==> config.mk <==
export PLATFORM = sky130hd
export DESIGN_NAME = mreu_execute_unit
export DESIGN_NICKNAME = d
export VERILOG_FILES = /design/src/mreu_pkg.sv /design/src/mreu_execute_unit.sv
export SDC_FILE = /design/constraint.sdc
export NUM_CORES = 1
export LEC_CHECK = 0
export BUFFER_PORTS_ARGS = -buffer_cell sky130_fd_sc_hd__buf_2
export CAP_MARGIN = 20
export CORE_ASPECT_RATIO = 1.2
export CORE_MARGIN = 5
export CORE_UTILIZATION = 55
export DETAILED_ROUTE_END_ITERATION = 8
export GPL_TIMING_DRIVEN = 0
export PLACE_DENSITY = 0.87
export SETUP_SLACK_MARGIN = 0.5
export SLEW_MARGIN = 25
export SYNTH_ARGS = -nofsm -noshare
export SYNTH_HDL_FRONTEND = slang
export SYNTH_SLANG_ARGS = --single-unit
==> constraint.sdc <==
create_clock -name clock -period 11.95 [get_ports clock]
set_clock_uncertainty 0.05 [all_clocks]
set_input_delay 0.5975 -clock clock [delete_from_list [all_inputs] [get_ports clock]]
set_output_delay 0.5975 -clock clock [all_outputs]
set_load 0.01 [all_outputs]
==> src/mreu_pkg.sv <==
/*
 * Shared constants and types for the memory reference execute unit.
 * Assumes a single 10 MHz processor clock and a core memory that answers
 * one read or one write per request with a done pulse.
 */
`default_nettype none

package mreu_pkg;
    // ==========================================================
    // Word format
    // ==========================================================
    // Data word width; the sign-first bit 0 is our MSB (sign).
    localparam int WORD_W = 18;
    // Memory address width seen by this unit.
    localparam int ADDR_W = 15;
    // Program counter width.
    localparam int PC_W = 15;

    // ==========================================================
    // Timing
    // ==========================================================
    // Processor clock period in nanoseconds.
    localparam int CLK_PERIOD_NS = 100;
    // Worst-case time of a two-cycle instruction in nanoseconds.
    localparam int TIME_SHORT_NS = 1600;
    // Worst-case time of the increment-skip instruction in nanoseconds.
    localparam int TIME_LONG_NS = 2400;
    // Longest times round down to whole cycles.
    localparam int CYC_SHORT = TIME_SHORT_NS / CLK_PERIOD_NS;
    localparam int CYC_LONG = TIME_LONG_NS / CLK_PERIOD_NS;
    // Width of the elapsed-cycle counter.
    localparam int CNT_W = 8;

    // ==========================================================
    // Operation codes presented by the decoder
    // ==========================================================
    typedef enum logic [3:0] {
        MREU_OP_DEPOSIT = 4'h0,
        MREU_OP_LOAD = 4'h1,
        MREU_OP_DEPOSIT_ZERO = 4'h2,
        MREU_OP_ONES_ADD = 4'h3,
        MREU_OP_TWOS_ADD = 4'h4,
        MREU_OP_INC_SKIP = 4'h5,
        MREU_OP_XOR = 4'h6,
        MREU_OP_AND = 4'h7,
        MREU_OP_SKIP_DIFFER = 4'h8
    } mreu_op_e;

    // Sequencer states.
    typedef enum logic [2:0] {
        MREU_ST_IDLE = 3'h0,
        MREU_ST_READ = 3'h1,
        MREU_ST_WAIT_READ = 3'h2,
        MREU_ST_WRITE = 3'h3,
        MREU_ST_WAIT_WRITE = 3'h4,
        MREU_ST_FINISH = 3'h5
    } mreu_state_e;

    // Zero and one constants.
    localparam logic [WORD_W-1:0] WORD_ZERO = 18'h00000;
    localparam logic [WORD_W-1:0] WORD_ONE = 18'h00001;
    localparam logic [PC_W-1:0] PC_ONE = 15'h0001;
    localparam logic [CNT_W-1:0] CNT_ZERO = 8'h00;
    localparam logic [CNT_W-1:0] CNT_ONE = 8'h01;
endpackage : mreu_pkg

`default_nettype wire
==> src/mreu_execute_unit.sv <==
/*
 * Memory reference execute unit: runs deposit, load, deposit-zero, the two
 * additions, increment-skip, exclusive OR, AND and skip-if-differ against
 * core memory, updating the working register and program counter.
 * Assumes the operand pointer is stable from start until done, that memory
 * raises mem_done for one cycle per finished access and keeps mem_rdata
 * valid in that cycle, and that no new start arrives while busy is high.
 */
`default_nettype none

module mreu_execute_unit #(
    parameter int WORD_W = mreu_pkg::WORD_W,
    parameter int ADDR_W = mreu_pkg::ADDR_W,
    parameter int PC_W = mreu_pkg::PC_W
) (
    input wire logic clock,
    input wire logic rst,
    // Instruction start pulse from the decoder.
    input wire logic start,
    // Operation to execute, sampled with start.
    input wire logic [3:0] op,
    // Operand pointer from the addressing logic.
    input wire logic [ADDR_W-1:0] operand_pointer,
    // Program counter value already pointing at the next instruction.
    input wire logic [PC_W-1:0] pc_in,
    // Working register preload from the core.
    input wire logic wr_load,
    input wire logic [WORD_W-1:0] wr_load_value,
    // Memory answer.
    input wire logic mem_done,
    input wire logic [WORD_W-1:0] mem_rdata,
    // Memory request.
    output logic mem_req,
    output logic mem_write,
    output logic [ADDR_W-1:0] mem_addr,
    output logic [WORD_W-1:0] mem_wdata,
    // Core status and results.
    output logic busy,
    output logic done,
    output logic skip,
    output logic [PC_W-1:0] pc_out,
    output logic [WORD_W-1:0] working_register,
    output logic time_overrun
);
    timeunit 1ns;
    timeprecision 1ns;

    // ==========================================================
    // State record
    // ==========================================================
    // Every flip-flop of the unit lives in this record.
    typedef struct packed {
        mreu_pkg::mreu_state_e state;
        logic [3:0] op;
        logic [ADDR_W-1:0] addr;
        logic [WORD_W-1:0] acc;
        logic [WORD_W-1:0] operand;
        logic [WORD_W-1:0] wdata;
        logic req;
        logic wr;
        logic busy;
        logic done;
        logic skip;
        logic [PC_W-1:0] pc;
        logic [mreu_pkg::CNT_W-1:0] cycles;
        logic overrun;
    } mreu_state_s;

    // Current and next state.
    mreu_state_s cur;
    mreu_state_s next_cur;

    // Arithmetic helpers; raw_sum is sized one bit wider to keep the carry.
    logic [WORD_W:0] raw_sum;
    logic [WORD_W-1:0] ones_sum;
    logic [WORD_W-1:0] inc_sum;
    logic [mreu_pkg::CNT_W-1:0] limit;

    // ==========================================================
    // Arithmetic
    // ==========================================================
    // Sum of operand and working register, plus the ones add wrap.
    always_comb begin
        raw_sum = {1'b0, cur.operand} + {1'b0, cur.acc};
        // End-around carry goes back into the low bit.
        ones_sum = raw_sum[WORD_W-1:0] + {{(WORD_W-1){1'b0}}, raw_sum[WORD_W]};
        // Increment wraps modulo the word, no carry kept.
        inc_sum = cur.operand + mreu_pkg::WORD_ONE;
        // Increment-skip has the longer budget, all others the shorter.
        if (cur.op == mreu_pkg::MREU_OP_INC_SKIP) begin
            limit = mreu_pkg::CNT_W'(mreu_pkg::CYC_LONG);
        end else begin
            limit = mreu_pkg::CNT_W'(mreu_pkg::CYC_SHORT);
        end
    end

    // ==========================================================
    // Sequencer
    // ==========================================================
    // Walks one instruction through read, compute, write and finish.
    always_comb begin
        next_cur = cur;
        next_cur.done = 1'b0;
        next_cur.skip = 1'b0;
        next_cur.req = 1'b0;
        // Elapsed cycles count while busy, for the time budget monitor.
        if (cur.busy) begin
            next_cur.cycles = cur.cycles + mreu_pkg::CNT_ONE;
        end
        // A preload from the core may change the register while idle.
        if (wr_load && !cur.busy) begin
            next_cur.acc = wr_load_value;
        end
        unique case (cur.state)
            mreu_pkg::MREU_ST_IDLE: begin
                if (start) begin
                    next_cur.op = op;
                    next_cur.addr = operand_pointer;
                    next_cur.pc = pc_in;
                    next_cur.busy = 1'b1;
                    next_cur.cycles = mreu_pkg::CNT_ZERO;
                    next_cur.overrun = 1'b0;
                    if (op == mreu_pkg::MREU_OP_DEPOSIT) begin
                        // Working register goes straight out.
                        next_cur.wdata = cur.acc;
                        next_cur.state = mreu_pkg::MREU_ST_WRITE;
                    end else if (op == mreu_pkg::MREU_OP_DEPOSIT_ZERO) begin
                        // Zero goes out, no register changes.
                        next_cur.wdata = mreu_pkg::WORD_ZERO;
                        next_cur.state = mreu_pkg::MREU_ST_WRITE;
                    end else begin
                        next_cur.state = mreu_pkg::MREU_ST_READ;
                    end
                end
            end
            mreu_pkg::MREU_ST_READ: begin
                // One-cycle read request.
                next_cur.req = 1'b1;
                next_cur.wr = 1'b0;
                next_cur.state = mreu_pkg::MREU_ST_WAIT_READ;
            end
            mreu_pkg::MREU_ST_WAIT_READ: begin
                if (mem_done) begin
                    next_cur.operand = mem_rdata;
                    next_cur.state = mreu_pkg::MREU_ST_FINISH;
                end
            end
            mreu_pkg::MREU_ST_WRITE: begin
                // One-cycle write request.
                next_cur.req = 1'b1;
                next_cur.wr = 1'b1;
                next_cur.state = mreu_pkg::MREU_ST_WAIT_WRITE;
            end
            mreu_pkg::MREU_ST_WAIT_WRITE: begin
                if (mem_done) begin
                    next_cur.busy = 1'b0;
                    next_cur.done = 1'b1;
                    next_cur.wr = 1'b0;
                    next_cur.state = mreu_pkg::MREU_ST_IDLE;
                    // Increment-skip skips once its write has landed, if the word written back is zero.
                    if (cur.op == mreu_pkg::MREU_OP_INC_SKIP
                        && cur.wdata == mreu_pkg::WORD_ZERO) begin
                        next_cur.skip = 1'b1;
                        next_cur.pc = cur.pc + mreu_pkg::PC_ONE;
                    end
                end
            end
            mreu_pkg::MREU_ST_FINISH: begin
                // Operand is in hand: compute and retire or write back.
                next_cur.busy = 1'b0;
                next_cur.done = 1'b1;
                next_cur.state = mreu_pkg::MREU_ST_IDLE;
                unique case (cur.op)
                    mreu_pkg::MREU_OP_LOAD: begin
                        next_cur.acc = cur.operand;
                    end
                    mreu_pkg::MREU_OP_ONES_ADD: begin
                        next_cur.acc = ones_sum;
                    end
                    mreu_pkg::MREU_OP_TWOS_ADD: begin
                        next_cur.acc = raw_sum[WORD_W-1:0];
                    end
                    mreu_pkg::MREU_OP_XOR: begin
                        next_cur.acc = cur.acc ^ cur.operand;
                    end
                    mreu_pkg::MREU_OP_AND: begin
                        next_cur.acc = cur.acc & cur.operand;
                    end
                    mreu_pkg::MREU_OP_SKIP_DIFFER: begin
                        // Compare only; neither operand is written.
                        if (cur.acc != cur.operand) begin
                            next_cur.skip = 1'b1;
                            next_cur.pc = cur.pc + mreu_pkg::PC_ONE;
                        end
                    end
                    mreu_pkg::MREU_OP_INC_SKIP: begin
                        // Not finished yet: write the incremented word back.
                        next_cur.busy = 1'b1;
                        next_cur.done = 1'b0;
                        next_cur.wdata = inc_sum;
                        next_cur.state = mreu_pkg::MREU_ST_WRITE;
                    end
                    default: begin
                        // Codes outside this group retire with no effect.
                        next_cur.acc = cur.acc;
                    end
                endcase
            end
            default: begin
                // Illegal state code falls back to idle.
                next_cur.state = mreu_pkg::MREU_ST_IDLE;
                next_cur.busy = 1'b0;
            end
        endcase
        // Budget holds for memory without parity; a slower memory is flagged.
        if (next_cur.done && cur.cycles >= limit) begin
            next_cur.overrun = 1'b1;
        end
    end

    // ==========================================================
    // State register
    // ==========================================================
    // Registers the whole record; reset puts constants everywhere.
    always_ff @(posedge clock or posedge rst) begin
        if (rst) begin
            cur <= '0;
        end else begin
            cur <= next_cur;
        end
    end

    // ==========================================================
    // Outputs
    // ==========================================================
    // All outputs come straight from the record.
    assign mem_req = cur.req;
    assign mem_write = cur.wr;
    assign mem_addr = cur.addr;
    assign mem_wdata = cur.wdata;
    assign busy = cur.busy;
    assign done = cur.done;
    assign skip = cur.skip;
    assign pc_out = cur.pc;
    assign working_register = cur.acc;
    assign time_overrun = cur.overrun;

endmodule // mreu_execute_unit

`default_nettype wire

==> impl_metrics.toml <==
[routing]
drtIter0Drc = 1106
route.detailed.drc = 0
drtAntennaViolNets = 0
routed_wl_um = 25400
vias_per_cell = 6.31
drt-pass1-iter-count = 5
vias = 8079
wire_per_inst_um = 19.9

[setup_path]
cp_slowest_cell = "nor3_1"
path_cells = "ha_1, fa_1, a211oi_2, o21ai_2, o211a_1, o31a_1, o31a_1, a21oi_1, o21bai_1, ha_1, ha_1, o211ai_1, nor4_1, nand4_1, nor3_1, nand3_1, xnor2_1, a221oi_1, nor3_1"
cp-end-kind = "flop"
cp_max_fo = 7
slowest_delay_ns = 0.56
crit_type = "reg2reg"
cp_common_cell = "ha_1"
crit_family = "compound AO/OA/AOI/OAI gates"
required_ns = 12.13
critPathBufInv = 0
start_kind = "flop"
cp.arrival_ns = 5.49

[finish]
antennaDiodeCount = 0
area_growth_pct = 16.1
drive_above_1_share_pct = 26.6
fin_area_um2 = 9380
final_net_count = 1201

[clock_network]
ctsResizeCount = 0
htreeDepth = 3
cts_buffers = 9
clkLatencyLatePin_ns = 0.35
clockRootBuffer = "clkbuf_16"
clockBufferDepth = 2
cts_setup_buffers = 0
postCtsHoldBufs = 0
cts_sinks = 105
cts_tree = "built"
cts.clk_slew.worst_paths_ns = 0.07

[pwr]
p_sw_share_pct = 49.9
comb_power_share_pct = 66.4
pwr-share-seq_pct = 23.5
vdd_ir_drop_max_uv = 176
power_density_nw_per_um2 = 329
p_leak_nw = 4.11
clkPwrFrac_pct = 10.1
power.switching_mw = 1.54
p_int_mw = 1.54

[placement]
hpwl_um = 19500
dpl_cell_area_um2 = 9060
io_buffers = 146
place_congestion = 0.975

[global_route]
grt_util_all_layers_pct = 29.4
antenna_found_initial = 0
grt_pass1_vias = 7850
grt_max_degree = 67
grt_pass1_wl_um = 40500
grt-ovfl-total = 0

[sta]
rsz0062_at_grt = "no"
hold_viol_final = 0
worstMarginPinSlew_ns = 0.887
maxSlewHeadroom_pct = 40.5
fin_tns_setup_ns = 0
finalSetupViolCount = 0
min_period_ns = 5.31
drv_slew = 0
max_freq_mhz = 188
fin_crit_sh_pct = 44.5

[die]
io_pins = 147
die_x_um = 121
die-area_um2 = 17200
fp.dieH_um = 143
start_util_pct = 56.0
fp-row-count = 48
core_area_um2 = 14400

[min_path]
hold_path_class = "in2async"

[logic_synthesis]
syn_avg_cell_area_um2 = 8.57
synth.distinct_cells = 77
synth_seq_cells = 105
ys_async_sr_fraction_pct = 100
syn_area_um2 = 8080
syn-num-nets = 1043
yosys_warnings = 0
synth-main-ff-cell = "dfrtp_1"
yosysSeqAreaShare_pct = 32.5
synthCells = 942
synth_edf_count = 0

[job]
cap_violations = 0

[run_status]
outcome = "finished clean"
-- layout make-up --
type / instances / area, um2
Inverter: 11 / 46.3
Multi-Input combinational cell: 700 / 4690
Clock buffer: 10 / 239
Clock inverter: 6 / 73.8
Timing Repair Buffer: 147 / 758
Fill cell: 1214 / 5040
Buffer: 126 / 724
Tap cell: 175 / 219
Sequential cell: 105 / 2630
-- placed cells by master, fill, tap and decap left out, types with 6 or more instances in the layout --
cell type	Yosys	final
xnor2_1	28	28
nand4_1	11	11
a22oi_1	25	25
mux2_2	38	38
nor4_1	12	12
buf_1	6	6
o21ai_1	6	6
nor3b_1	8	8
nor3_1	22	21
ha_1	25	25
o211ai_1	8	8
nand2_1	37	37
nor2_1	78	78
nor2b_1	15	15
inv_1	10	9
a21o_1	7	7
xor2_1	15	15
o22ai_1	8	8
and2_1	10	10
a221oi_1	7	7
o21ai_0	99	99
and3_1	14	14
nand3_1	18	18
buf_4	66	66
dfrtp_1	105	105
clkbuf_1	51	51
buf_2	2	148
a21oi_1	97	97
clkbuf_16	0	9
mux2i_1	18	18
-- power groups by stage --
| stage | clock [mW] | sequential [mW] | combinational, mW |
|---|---|---|---|
| after floorplan | 0 | 0.647 | 1.51 |
| after detailed placement | 0 | 0.721 | 2.00 |
| final | 0.311 | 0.724 | 2.05 |
| after global placement | 0 | 0.715 | 1.97 |
| after CTS | 0.312 | 0.715 | 2.01 |
| after global routing | 0.328 | 0.745 | 2.23 |
-- worst paths after layout --
| kind | slack (ns) | depth (start not counted) | end | from |
|---|---|---|---|---|
| min in group clock | 0.41 | 3 | cur[50] | mem_rdata[3] |
| worst max-delay path | 6.64 | 19 | working_register[12] | cur[47] |
| max in group asynchronous | 10.99 | 3 | working_register[7] | rst |
| worst min register to register | 0.46 | 1 | mem_addr[10] | mem_addr[10] |
| worst max register to register | 6.64 | 19 | working_register[12] | cur[47] |
| worst min-delay path | 0.20 | 2 | mem_addr[13] | rst |
-- layer usage --
metal,track usage [%],up-vias,routed length (um)
met5,0,-,0
met4,15.5,0,1380
met3,4.00,109,1920
met2,50.5,424,12500
met1,36.1,3830,9690
li1,-,3716,-
-- cell usage after synthesis (all sizes together), types with 7 or more instances --
master    n  area share, %
nor4     14            1.5
a22oi    26            2.5
nor3     22            1.4
and3     14            1.1
nor2     78            3.6
nand2    37            1.7
mux2i    18            2.2
a21o      7           0.65
o21ai   107            6.8
a211oi    7           0.93
o22ai     8           0.62
dfrtp   105             33
ha       25            3.9
clkbuf   52            2.4
a21oi    97            6.0
nand3    18            1.1
a221oi    7           0.76
nand4    12            1.0
mux2     38            5.3
inv      11           0.51
and2     10           0.77
nor2b    15            1.2
nor3b     9           0.90
buf      74            6.5
o211ai    9           0.90
xnor2    29            3.2
xor2     17            2.0
-- registers in the layout, summed over array words and instances (netlist names), 15 cells and up --
register and cells:
mem_addr 15, mem_wdata 18, working_register 18, pc_out 15
cur 33
-- kinds of logic (layout without fill, tap and decap cells) --
kind of cell / after synthesis / in the layout / share of synthesized area, %
muxes: 56 / 56 / 7.53
AOI/OAI and AO/OA: 315 / 315 / 24.2
buffers and inverters: 137 / 300 / 9.48
xor gates and xnor gates: 46 / 46 / 5.27
adders and majority gates: 26 / 26 / 4.12
DFF: 105 / 105 / 32.5
and+or+nand+nor: 257 / 257 / 16.8
-- stage by stage --
stage	power (mW)	utilization [%]	hold WS [ns]	instances	setup WS, ns
finish	3.08	65.0	0.196	1280	6.64
global placement	2.68	62.6	0.436	1263	6.89
detailed placement	2.72	62.8	0.446	1264	6.86
global route	3.31	65.0	0.221	1280	6.36
floorplan	2.16	-	0.432	942	7.75
CTS	3.04	65.0	0.200	1280	6.84
-- worst reg2reg max path, stage by stage, from the launching register on --
cell	delay, ns
dfrtp_1	0.52
ha_1	0.38
fa_1	0.34
a211oi_2	0.15
o21ai_2	0.29
o211a_1	0.23
o31a_1	0.17
o31a_1	0.18
a21oi_1	0.08
o21bai_1	0.25
ha_1	0.25
ha_1	0.21
o211ai_1	0.10
nor4_1	0.33
nand4_1	0.32
nor3_1	0.56
nand3_1	0.17
xnor2_1	0.15
a221oi_1	0.36
nor3_1	0.08
(Power assumes the default switching activity.)
